`src/bsctu_pkg.sv`:
```
// Package of constants and types for the bit set/clear/test unit
package bsctu_pkg;
   localparam int ADDR_W = 8;
   localparam int DATA_W = 8;
   localparam int BIT_W = 3;
   localparam logic [DATA_W-1:0] DATA_RESET = 8'h00;
   localparam logic [DATA_W-1:0] ONE_HOT_BASE = 8'h01;

   typedef enum logic [2:0] {
      bsctu_no_operation,
      bsctu_bit_clear_op,
      bsctu_bit_set_op,
      bsctu_test_skip_if_zero_op,
      bsctu_test_skip_if_one_op
   } bsctu_op_t;

   typedef enum {
      BSCTU_EXEC,
      BSCTU_SKIP
   } bsctu_state_t;
endpackage

```
`src/bsctu_top.sv`:
```
// Bit set/clear/test execution unit with its data memory
`timescale 1ns/1ps
module bsctu_top (
   input wire logic clk, // Instruction clock, 20 MHz
   input wire logic rst, // Asynchronous reset, active high
   input wire logic instr_valid, // Fetched instruction presented this cycle
   input wire bsctu_pkg::bsctu_op_t op, // Decoded operation
   input wire logic [bsctu_pkg::ADDR_W-1:0] addr, // Register address 00h..FFh
   input wire logic [bsctu_pkg::BIT_W-1:0] bit_sel, // Bit position 0..7
   output logic instr_done, // Pulse: operation completed
   output logic skip_taken, // Pulse: test decided to skip
   output logic squashing, // Level: current fetched instruction is discarded
   output logic wr_en, // Pulse: write-back of modified byte
   output logic [bsctu_pkg::ADDR_W-1:0] wr_addr, // Address of last write-back
   output logic [bsctu_pkg::DATA_W-1:0] wr_data // Data of last write-back
);
   // ****************************************
   // Operand fetch
   // ****************************************
   // The instruction is held one cycle while the memory read completes, so each
   // instruction takes a read phase then an execute phase; the phase pair is one
   // instruction cycle as seen from the unit.
   logic phase;
   bsctu_pkg::bsctu_op_t op_q;
   logic [bsctu_pkg::ADDR_W-1:0] addr_q;
   logic [bsctu_pkg::BIT_W-1:0] bit_q;
   logic [bsctu_pkg::DATA_W-1:0] rdata;
   logic [bsctu_pkg::DATA_W-1:0] mask;
   logic [bsctu_pkg::DATA_W-1:0] next_byte;
   logic mem_we;
   logic tested_bit;
   bsctu_pkg::bsctu_state_t state;

   // Read uses the live address at the accept edge; the previous write-back lands one
   // edge earlier, so a read of the same byte never sees stale data
   bsctu_mem u_mem (
      .clk(clk),
      .raddr(addr),
      .rdata(rdata),
      .we(mem_we),
      .waddr(addr_q),
      .wdata(next_byte)
   );

   always_ff @(posedge clk or posedge rst) begin
      if (rst) begin
         phase <= 1'b0;
         op_q <= bsctu_pkg::bsctu_no_operation;
         addr_q <= '0;
         bit_q <= '0;
      end else if (instr_valid && !phase) begin
         phase <= 1'b1;
         // Discarded instruction becomes a no-operation
         op_q <= (state == bsctu_pkg::BSCTU_SKIP) ? bsctu_pkg::bsctu_no_operation : op;
         addr_q <= addr;
         bit_q <= bit_sel;
      end else begin
         phase <= 1'b0;
      end
   end

   // ****************************************
   // Execute
   // ****************************************
   assign mask = bsctu_pkg::ONE_HOT_BASE << bit_q;
   assign tested_bit = |(rdata & mask);

   always_comb begin
      next_byte = rdata;
      mem_we = 1'b0;
      if (phase) begin
         case (op_q)
            bsctu_pkg::bsctu_bit_clear_op: begin
               next_byte = rdata & ~mask;
               mem_we = 1'b1;
            end
            bsctu_pkg::bsctu_bit_set_op: begin
               next_byte = rdata | mask;
               mem_we = 1'b1;
            end
            default: begin
               next_byte = rdata;
               mem_we = 1'b0;
            end
         endcase
      end
   end

   logic skip_now;
   always_comb begin
      skip_now = 1'b0;
      if (phase) begin
         case (op_q)
            bsctu_pkg::bsctu_test_skip_if_zero_op: skip_now = !tested_bit;
            bsctu_pkg::bsctu_test_skip_if_one_op: skip_now = tested_bit;
            default: skip_now = 1'b0;
         endcase
      end
   end

   // Skip state covers the next instruction slot, giving a taken test two cycles
   always_ff @(posedge clk or posedge rst) begin
      if (rst) begin
         state <= bsctu_pkg::BSCTU_EXEC;
      end else begin
         case (state)
            bsctu_pkg::BSCTU_EXEC: if (skip_now) state <= bsctu_pkg::BSCTU_SKIP;
            bsctu_pkg::BSCTU_SKIP: if (phase) state <= bsctu_pkg::BSCTU_EXEC;
            default: state <= bsctu_pkg::BSCTU_EXEC;
         endcase
      end
   end

   assign squashing = (state == bsctu_pkg::BSCTU_SKIP);
   assign instr_done = phase;
   assign skip_taken = skip_now;

   always_ff @(posedge clk or posedge rst) begin
      if (rst) begin
         wr_en <= 1'b0;
         wr_addr <= '0;
         wr_data <= bsctu_pkg::DATA_RESET;
      end else begin
         wr_en <= mem_we;
         if (mem_we) begin
            wr_addr <= addr_q;
            wr_data <= next_byte;
         end
      end
   end

   // ****************************************
   // Assertions
   // ****************************************
   property p_clr;
      @(posedge clk) disable iff (rst)
         (phase && op_q == bsctu_pkg::bsctu_bit_clear_op) |=> (wr_en && wr_data == ($past(rdata) & ~$past(mask)));
   endproperty
   a_clr: assert property (p_clr) else $error("bit clear wrong");

   property p_set;
      @(posedge clk) disable iff (rst)
         (phase && op_q == bsctu_pkg::bsctu_bit_set_op) |=> (wr_en && wr_data == ($past(rdata) | $past(mask)));
   endproperty
   a_set: assert property (p_set) else $error("bit set wrong");

   property p_tz;
      @(posedge clk) disable iff (rst)
         (phase && op_q == bsctu_pkg::bsctu_test_skip_if_zero_op) |-> (skip_taken == !rdata[bit_q]);
   endproperty
   a_tz: assert property (p_tz) else $error("skip if zero wrong");

   property p_to;
      @(posedge clk) disable iff (rst)
         (phase && op_q == bsctu_pkg::bsctu_test_skip_if_one_op) |-> (skip_taken == rdata[bit_q]);
   endproperty
   a_to: assert property (p_to) else $error("skip if one wrong");

   property p_squash;
      @(posedge clk) disable iff (rst)
         (squashing && phase) |-> !mem_we && !skip_now;
   endproperty
   a_squash: assert property (p_squash) else $error("discarded instruction had effect");

   property p_two;
      @(posedge clk) disable iff (rst)
         skip_taken |=> squashing;
   endproperty
   a_two: assert property (p_two) else $error("taken skip did not add a cycle");

   property p_one;
      @(posedge clk) disable iff (rst)
         (phase && !skip_taken && !squashing) |=> !squashing;
   endproperty
   a_one: assert property (p_one) else $error("untaken test added a cycle");

   property p_rmw;
      @(posedge clk) disable iff (rst)
         mem_we |=> (wr_addr == $past(addr_q) && (wr_data & ~$past(mask)) == ($past(rdata) & ~$past(mask)));
   endproperty
   a_rmw: assert property (p_rmw) else $error("other bits changed");

   // Bit-level checks, independent of the mask arithmetic used above
   property p_clr_bit;
      @(posedge clk) disable iff (rst)
         (phase && op_q == bsctu_pkg::bsctu_bit_clear_op) |=> !wr_data[$past(bit_q)];
   endproperty
   a_clr_bit: assert property (p_clr_bit) else $error("cleared bit not zero");

   property p_set_bit;
      @(posedge clk) disable iff (rst)
         (phase && op_q == bsctu_pkg::bsctu_bit_set_op) |=> wr_data[$past(bit_q)];
   endproperty
   a_set_bit: assert property (p_set_bit) else $error("set bit not one");

   // A test only reads; it must never write its byte back
   property p_test_nowr;
      @(posedge clk) disable iff (rst)
         (phase && (op_q == bsctu_pkg::bsctu_test_skip_if_zero_op || op_q == bsctu_pkg::bsctu_test_skip_if_one_op))
            |-> !mem_we;
   endproperty
   a_test_nowr: assert property (p_test_nowr) else $error("bit test wrote its byte");

   property p_squash_nowr;
      @(posedge clk) disable iff (rst)
         (squashing && phase) |=> !wr_en;
   endproperty
   a_squash_nowr: assert property (p_squash_nowr) else $error("discarded slot wrote back");

   // Squash window must close after exactly one slot, so a taken test costs two cycles, not three
   property p_squash_end;
      @(posedge clk) disable iff (rst)
         (squashing && phase) |=> !squashing;
   endproperty
   a_squash_end: assert property (p_squash_end) else $error("squash window too long");

   property p_done_pulse;
      @(posedge clk) disable iff (rst)
         instr_done |=> !instr_done;
   endproperty
   a_done_pulse: assert property (p_done_pulse) else $error("execute phase longer than one clock");

   property p_accept;
      @(posedge clk) disable iff (rst)
         (!phase && instr_valid) |=> instr_done;
   endproperty
   a_accept: assert property (p_accept) else $error("accepted instruction not executed");

   property p_wr_pulse;
      @(posedge clk) disable iff (rst)
         wr_en |=> !wr_en;
   endproperty
   a_wr_pulse: assert property (p_wr_pulse) else $error("write-back longer than one clock");

   property p_wr_hold;
      @(posedge clk) disable iff (rst)
         !mem_we |=> ($stable(wr_addr) && $stable(wr_data));
   endproperty
   a_wr_hold: assert property (p_wr_hold) else $error("write-back outputs moved without a write");
endmodule

```
`src/bsctu_mem.sv`:
```
// Data memory of 256 bytes with registered read data
`timescale 1ns/1ps
module bsctu_mem (
   input wire logic clk, // Instruction clock
   input wire logic [bsctu_pkg::ADDR_W-1:0] raddr, // Read address
   output logic [bsctu_pkg::DATA_W-1:0] rdata, // Registered read data
   input wire logic we, // Write enable
   input wire logic [bsctu_pkg::ADDR_W-1:0] waddr, // Write address
   input wire logic [bsctu_pkg::DATA_W-1:0] wdata // Write data
);
   // Known start contents keep the byte checks free of unknowns; firmware must still not rely on them
   logic [bsctu_pkg::DATA_W-1:0] mem [0:(1<<bsctu_pkg::ADDR_W)-1] = '{default: bsctu_pkg::DATA_RESET};

   always_ff @(posedge clk) begin
      if (we) begin
         mem[waddr] <= wdata;
      end
   end

   always_ff @(posedge clk) begin
      rdata <= mem[raddr];
   end
endmodule

```
`config.mk`:
```
export PLATFORM = sky130hd
export DESIGN_NAME = bsctu_top
export DESIGN_NICKNAME = d
export VERILOG_FILES = /design/src/bsctu_pkg.sv /design/src/bsctu_top.sv /design/src/bsctu_mem.sv
export SDC_FILE = /design/constraint.sdc
export NUM_CORES = 2
export LEC_CHECK = 0
export BUFFER_PORTS_ARGS = -buffer_cell sky130_fd_sc_hd__buf_2
export CORE_MARGIN = 2
export CORE_UTILIZATION = 51
export CTS_CLUSTER_DIAMETER = 60
export DETAILED_ROUTE_END_ITERATION = 7
export PLACE_DENSITY = 0.68
export SYNTH_ARGS = -nofsm -noshare
export SYNTH_HDL_FRONTEND = slang
export SYNTH_SLANG_ARGS = --single-unit
```
`constraint.sdc`:
```
create_clock -name clk -period 16.1 [get_ports clk]
set_clock_uncertainty 0.2 [all_clocks]
set_input_delay 3.22 -clock clk [delete_from_list [all_inputs] [get_ports clk]]
set_output_delay 3.22 -clock clk [all_outputs]
set_load 0.02 [all_outputs]
```
; ---- Word level (Yosys, flattened, before mapping)
; Memories as Yosys holds them, arrays and structs flattened. A register that Yosys moved wholly into a read port is not among the register bits.
; Cells that the tools add are included.
[totals]
out_inout_bits = 20
ramBits = 2048
elab_cells = 42
mem_count = 1
in_bits = 17
register_bits = 64
[classes]
reduce_logical = 7
n_shift = 1
n_eq_ne = 8
muxes = 13
bitwise = 4
[mem_list]
columns = name, words, word_bits, read_ports, rd_clocked_by_memory_dff, wr, line
row1 = u_mem.mem, 256, 8, 1, 1, 1, bsctu_mem.sv:12  ; logic [bsctu_pkg::DATA_W-1:0] mem [0:(1<<bsctu_pkg::ADDR_W)-1] = '{default: bsctu_pkg::DATA_RESET};
[op_table]
columns = op, n
row1 = 2-to-1 mux 32 bit, 2
row2 = one-hot mux 32 bit (2 select lines), 1
row3 = "== test 32 x 1 -> 1 bit, second input constant", 1
row4 = "== test 32 x 2 -> 1 bit, second input constant", 1
row5 = zero test 32 bit, 1
row6 = bitwise AND 8 bit, 2
row7 = one-hot mux 8 bit (2 select lines), 1
row8 = 2-to-1 mux 8 bit, 1
row9 = inverter 8 bit, 1
row10 = bitwise OR 8 bit, 1
row11 = OR reduction 8 bit, 1
row12 = "left shift 1 x 3 -> 8 bit, first input constant", 1
row13 = "== test 3 x 2 -> 1 bit, second input constant", 2
row14 = 2-to-1 mux 1 bit, 6
row15 = "inequality test 2 bit, second input constant", 2
row16 = "== test 3 x 1 -> 1 bit, second input constant", 1
row17 = "== test 3 bit, second input constant", 1
row18 = 2-to-1 mux 3 bit, 1
row19 = zero test 1 bit, 2
row20 = one-hot mux 1 bit (2 select lines), 1
row21 = AND reduction 2 bit, 1
row22 = OR reduction 2 bit, 1
row23 = logical AND 1 bit, 1

; ---- Depth between registers and ports, before layout
[depth]
depth_word = 8
depth_mapped = 11
depth_no_buf = 6

; ---- Modules after synthesis
; Synthesis repeated with hierarchy kept, for this count alone.
[hier_totals]
cells_unflattened = 3862
area_unflattened_um2 = 81155.3
[modules_own_cells]
columns = module, cells_per_inst, n_inst, area_per_inst_um2
row1 = bsctu_mem, 3733, 1, 79556.3
row2 = bsctu_top, 129, 1, 1599.0

; ---- Worst setup path after synthesis
; Ideal clock, no wire load.
[synth_path]
path_kind = register to register
start = register phase, in the netlist instr_done
end = memory u_mem.mem[0][1] (netlist name) (data pin)
path_buffers = 0
setup_time_ns = 2.194
synth_period_minus_slack_ns = 13.406
path_stages_with_launch = 4
path_slack_ns = 2.694
t_arrival_ns = 11.012
path_cell_list = dfrtp_1 > nand2b_1 > or3_1 > o21ai_0
[synth_between]
elab_chain_cells = 1
[synth_lines]
columns = element, line
row1 = "start, declared", bsctu_top.sv:23  ; logic phase;
row2 = "start signal, assigned", bsctu_top.sv:47  ; phase <= 1'b0;
row3 = "start signal, assigned", bsctu_top.sv:52  ; phase <= 1'b1;
row4 = "start signal, assigned", bsctu_top.sv:58  ; phase <= 1'b0;
row5 = 2-to-1 mux 8 bit, bsctu_top.sv:71  ; if (phase) begin
row6 = net next_byte (one bit), bsctu_top.sv:29  ; logic [bsctu_pkg::DATA_W-1:0] next_byte;
row7 = "end, declared", bsctu_mem.sv:12
; The timed path passes the listed nets, and every way through them passes these cells.

==> flow_summary.json <==
{
  "status": "finished clean",
  "design_area_sq_um": 89700,
  "cts_sinks": 2089,
  "switching_share_pct": 23.0,
  "clkLatencyLatePin_ps": 830,
  "die-area_sq_um": 163000,
  "vias_per_cell": 6.50,
  "crit_start": "addr[0]",
  "rsz0062_at_grt": "false",
  "tightest_slew_ps": 1260,
  "cp.arrival_ps": 7560,
  "htreeDepth": 4,
  "synth_edf_count": 2048,
  "synth-seq-cells": 2089,
  "final-setup-viol-count": 0,
  "grt_pass1_vias": 39700,
  "grt.overflow.total": 0,
  "cts-buffers-inserted": 199,
  "post-place-ws_ps": 8000,
  "post-route-period-util_pct": 44.1,
  "synth_ff_type": "edfxtp_1",
  "coreArea_sq_um": 159000,
  "synth_top_area_cell": "edfxtp_1",
  "dp_cells": 5855,
  "finalSetupTns_ps": 0,
  "nNetsFinal": 4001,
  "finalHoldViolCount": 0,
  "start_util_pct": 51.4,
  "holdWs_ps": 298,
  "p_leak_nw": 28.0,
  "grt_pass1_wl_um": 286000,
  "ctsRootBufferMaster": "clkbuf_16",
  "postLayoutSetupSlackWorst_ps": 9010,
  "cts-resized-gates": 0,
  "rows": 146,
  "powerDensity_nw_per_um2": 130,
  "cts_buffer_depth": 3,
  "synthArstFlopShare_pct": 1.58,
  "final_antenna_net_count": 0,
  "vdd_drop_max_uv": 98.5,
  "drive_gt1_share_pct": 19.5,
  "synth_area_sq_um": 81500,
  "ys_seq_area_share_pct": 76.6,
  "vias": 40500,
  "die_h_um": 404,
  "synthTopCellsByArea": "edfxtp_1 75%, mux4_2 9.9%, mux4_1 2.4%",
  "end_kind": "flop",
  "p_seq_share_pct": 54.3,
  "portBuffers": 36,
  "p_comb_share_pct": 7.7,
  "pwr-share-clk_pct": 38.0,
  "initialDrtViolationCount": 5434,
  "final_cells": 6219,
  "p_int_mw": 8.97,
  "synthToLayoutAreaGrowth_pct": 10.0,
  "min_path_type": "flop to flop",
  "wl_per_cell_um": 32.0,
  "path_class": "input port to flop",
  "cts_setup_buffers": 0,
  "critical_path_required_ps": 16560,
  "slew_headroom_pct": 15.9,
  "firstDrtPassIters": 5,
  "die_w_um": 404,
  "drcViolationCount": 0,
  "dpl.hpwl_um": 115000,
  "cts_tree": "built",
  "ys_warn_count": 0,
  "grt_max_degree": 258,
  "drv_slew": 0,
  "avgSynthCellArea_sq_um": 20.9,
  "crit_path_max_fanout": 93,
  "nFillCells": 11600,
  "synth_top_area_share_pct": 75.4,
  "wirelength_um": 199000,
  "ys_types": 63,
  "fmax_ghz": 0.141,
  "grtUsageTotal_pct": 24.5,
  "clkSlewWorstSetupHoldPaths_ps": 60,
  "fin_crit_ps": 7090,
  "yosys.cell_count.top_type": "edfxtp_1",
  "syn_inst": 3906,
  "ios": 37,
  "reg2reg_from": "addr_q[1]",
  "cap_violations": 0,
  "place_area_sq_um": 83600,
  "synth_common_cells": "2048 x edfxtp_1, 360 x mux4_2, 286 x nor2_1",
  "antenna_found_initial": 4,
  "regArea_sq_um": 62500,
  "hp-start": "wr_data[3]",
  "p_switching_mw": 2.68,
  "synth.net_count": 3923,
  "holdBufCountCts": 0,
  "place_congestion": 0.834,
  "startpoint_type": "input port",
  "multi_input_area_sq_um": 17500,
  "n_antenna_cell": 0
}
==> metal layers <==
layer / routed length (um) / global-route usage [%] / share of wire (%)
met1: 80300 / 36.0 / 40
met4: 5700 / 7.31 / 2.9
met3: 19300 / 4.90 / 9.7
met2: 93500 / 37.5 / 47
met5: 54 / 0 / 0.027
==> sequential cells by signal, indices dropped and copies added, names as in the netlist <==
name         count
u_mem.mem     2048
addr_q           8
u_mem.rdata      8
wr_addr          8
wr_data          8
bit_q            3
op_q             3
instr_done       1
state            1
wr_en            1
==> worst max-delay path, stage by stage <==
cell and delay, ps:
buf_8 520, buf_12 660, buf_4 860, mux4_2 590, nand2b_1 160, a22oi_1 250
nor3_1 130, nor4_1 900, a211oi_1 120
==> final timing paths <==
path	endpoint	slack, ps	cells after the start
min	wr_data[3]	300	1
max in group asynchronous	wr_addr[3]	13010	3
min reg2reg	wr_data[3]	300	1
max	u_mem.rdata[1]	9010	9
min in group asynchronous	wr_data[3]	2030	2
max reg2reg	u_mem.mem[142][5]	11840	4
==> layout make-up <==
cell class	instances	share of cell area, %
tap	2072	2.89
timing repair buffer	120	1.03
sequential	2089	69.7
clock inverter	115	0.862
inverter	9	0.0377
multi-input combinational	1565	19.6
clock buffer	249	5.95
==> cell usage in the layout, fill, tap and decap left out, drive strengths merged, types with 8 or more instances in the layout <==
cell type / count
a211oi: 17
a21oi: 85
a221oi: 13
a22o: 16
a22oi: 132
a31oi: 14
and2: 8
buf: 120
bufinv: 8
clkbuf: 249
clkinv: 98
dfrtp: 33
dfxtp: 8
edfxtp: 2048
inv: 16
mux2: 35
mux2i: 166
mux4: 435
nand2: 61
nand2b: 11
nand3: 36
nand4: 12
nor2: 286
nor2b: 19
nor3: 22
nor4: 20
o21ai: 32
o221ai: 43
o22ai: 35
o2bb2ai: 13
o32ai: 8
==> kinds of logic (layout without fill, tap and decap cells) <==
logic type	count (synthesis)	count (layout)	synth area share [%]
mux	636	636	14.9
simple gates	495	495	2.67
buf+inv	252	493	2.04
flops	2089	2089	76.6
compound gates	434	434	3.76
==> power by group through the flow <==
stage / clock network [mW] / registers [mW] / logic, mW
finish: 4.43 / 6.32 / 0.896
global route: 4.68 / 6.32 / 0.951
CTS: 4.48 / 6.32 / 0.896
detailed placement: 0 / 6.43 / 0.898
global placement: 0 / 6.43 / 0.871
floorplan: 0 / 6.68 / 0.501
==> metrics by stage <==
stage	util (%)	power [mW]
2_1_floorplan	-	7.18
3_3_place_gp	52.7	7.30
3_5_place_dp	52.7	7.33
4_1_cts	56.6	11.7
5_1_grt	56.6	11.9
6_report	56.6	11.6
Power figures use the tool's default switching activity.
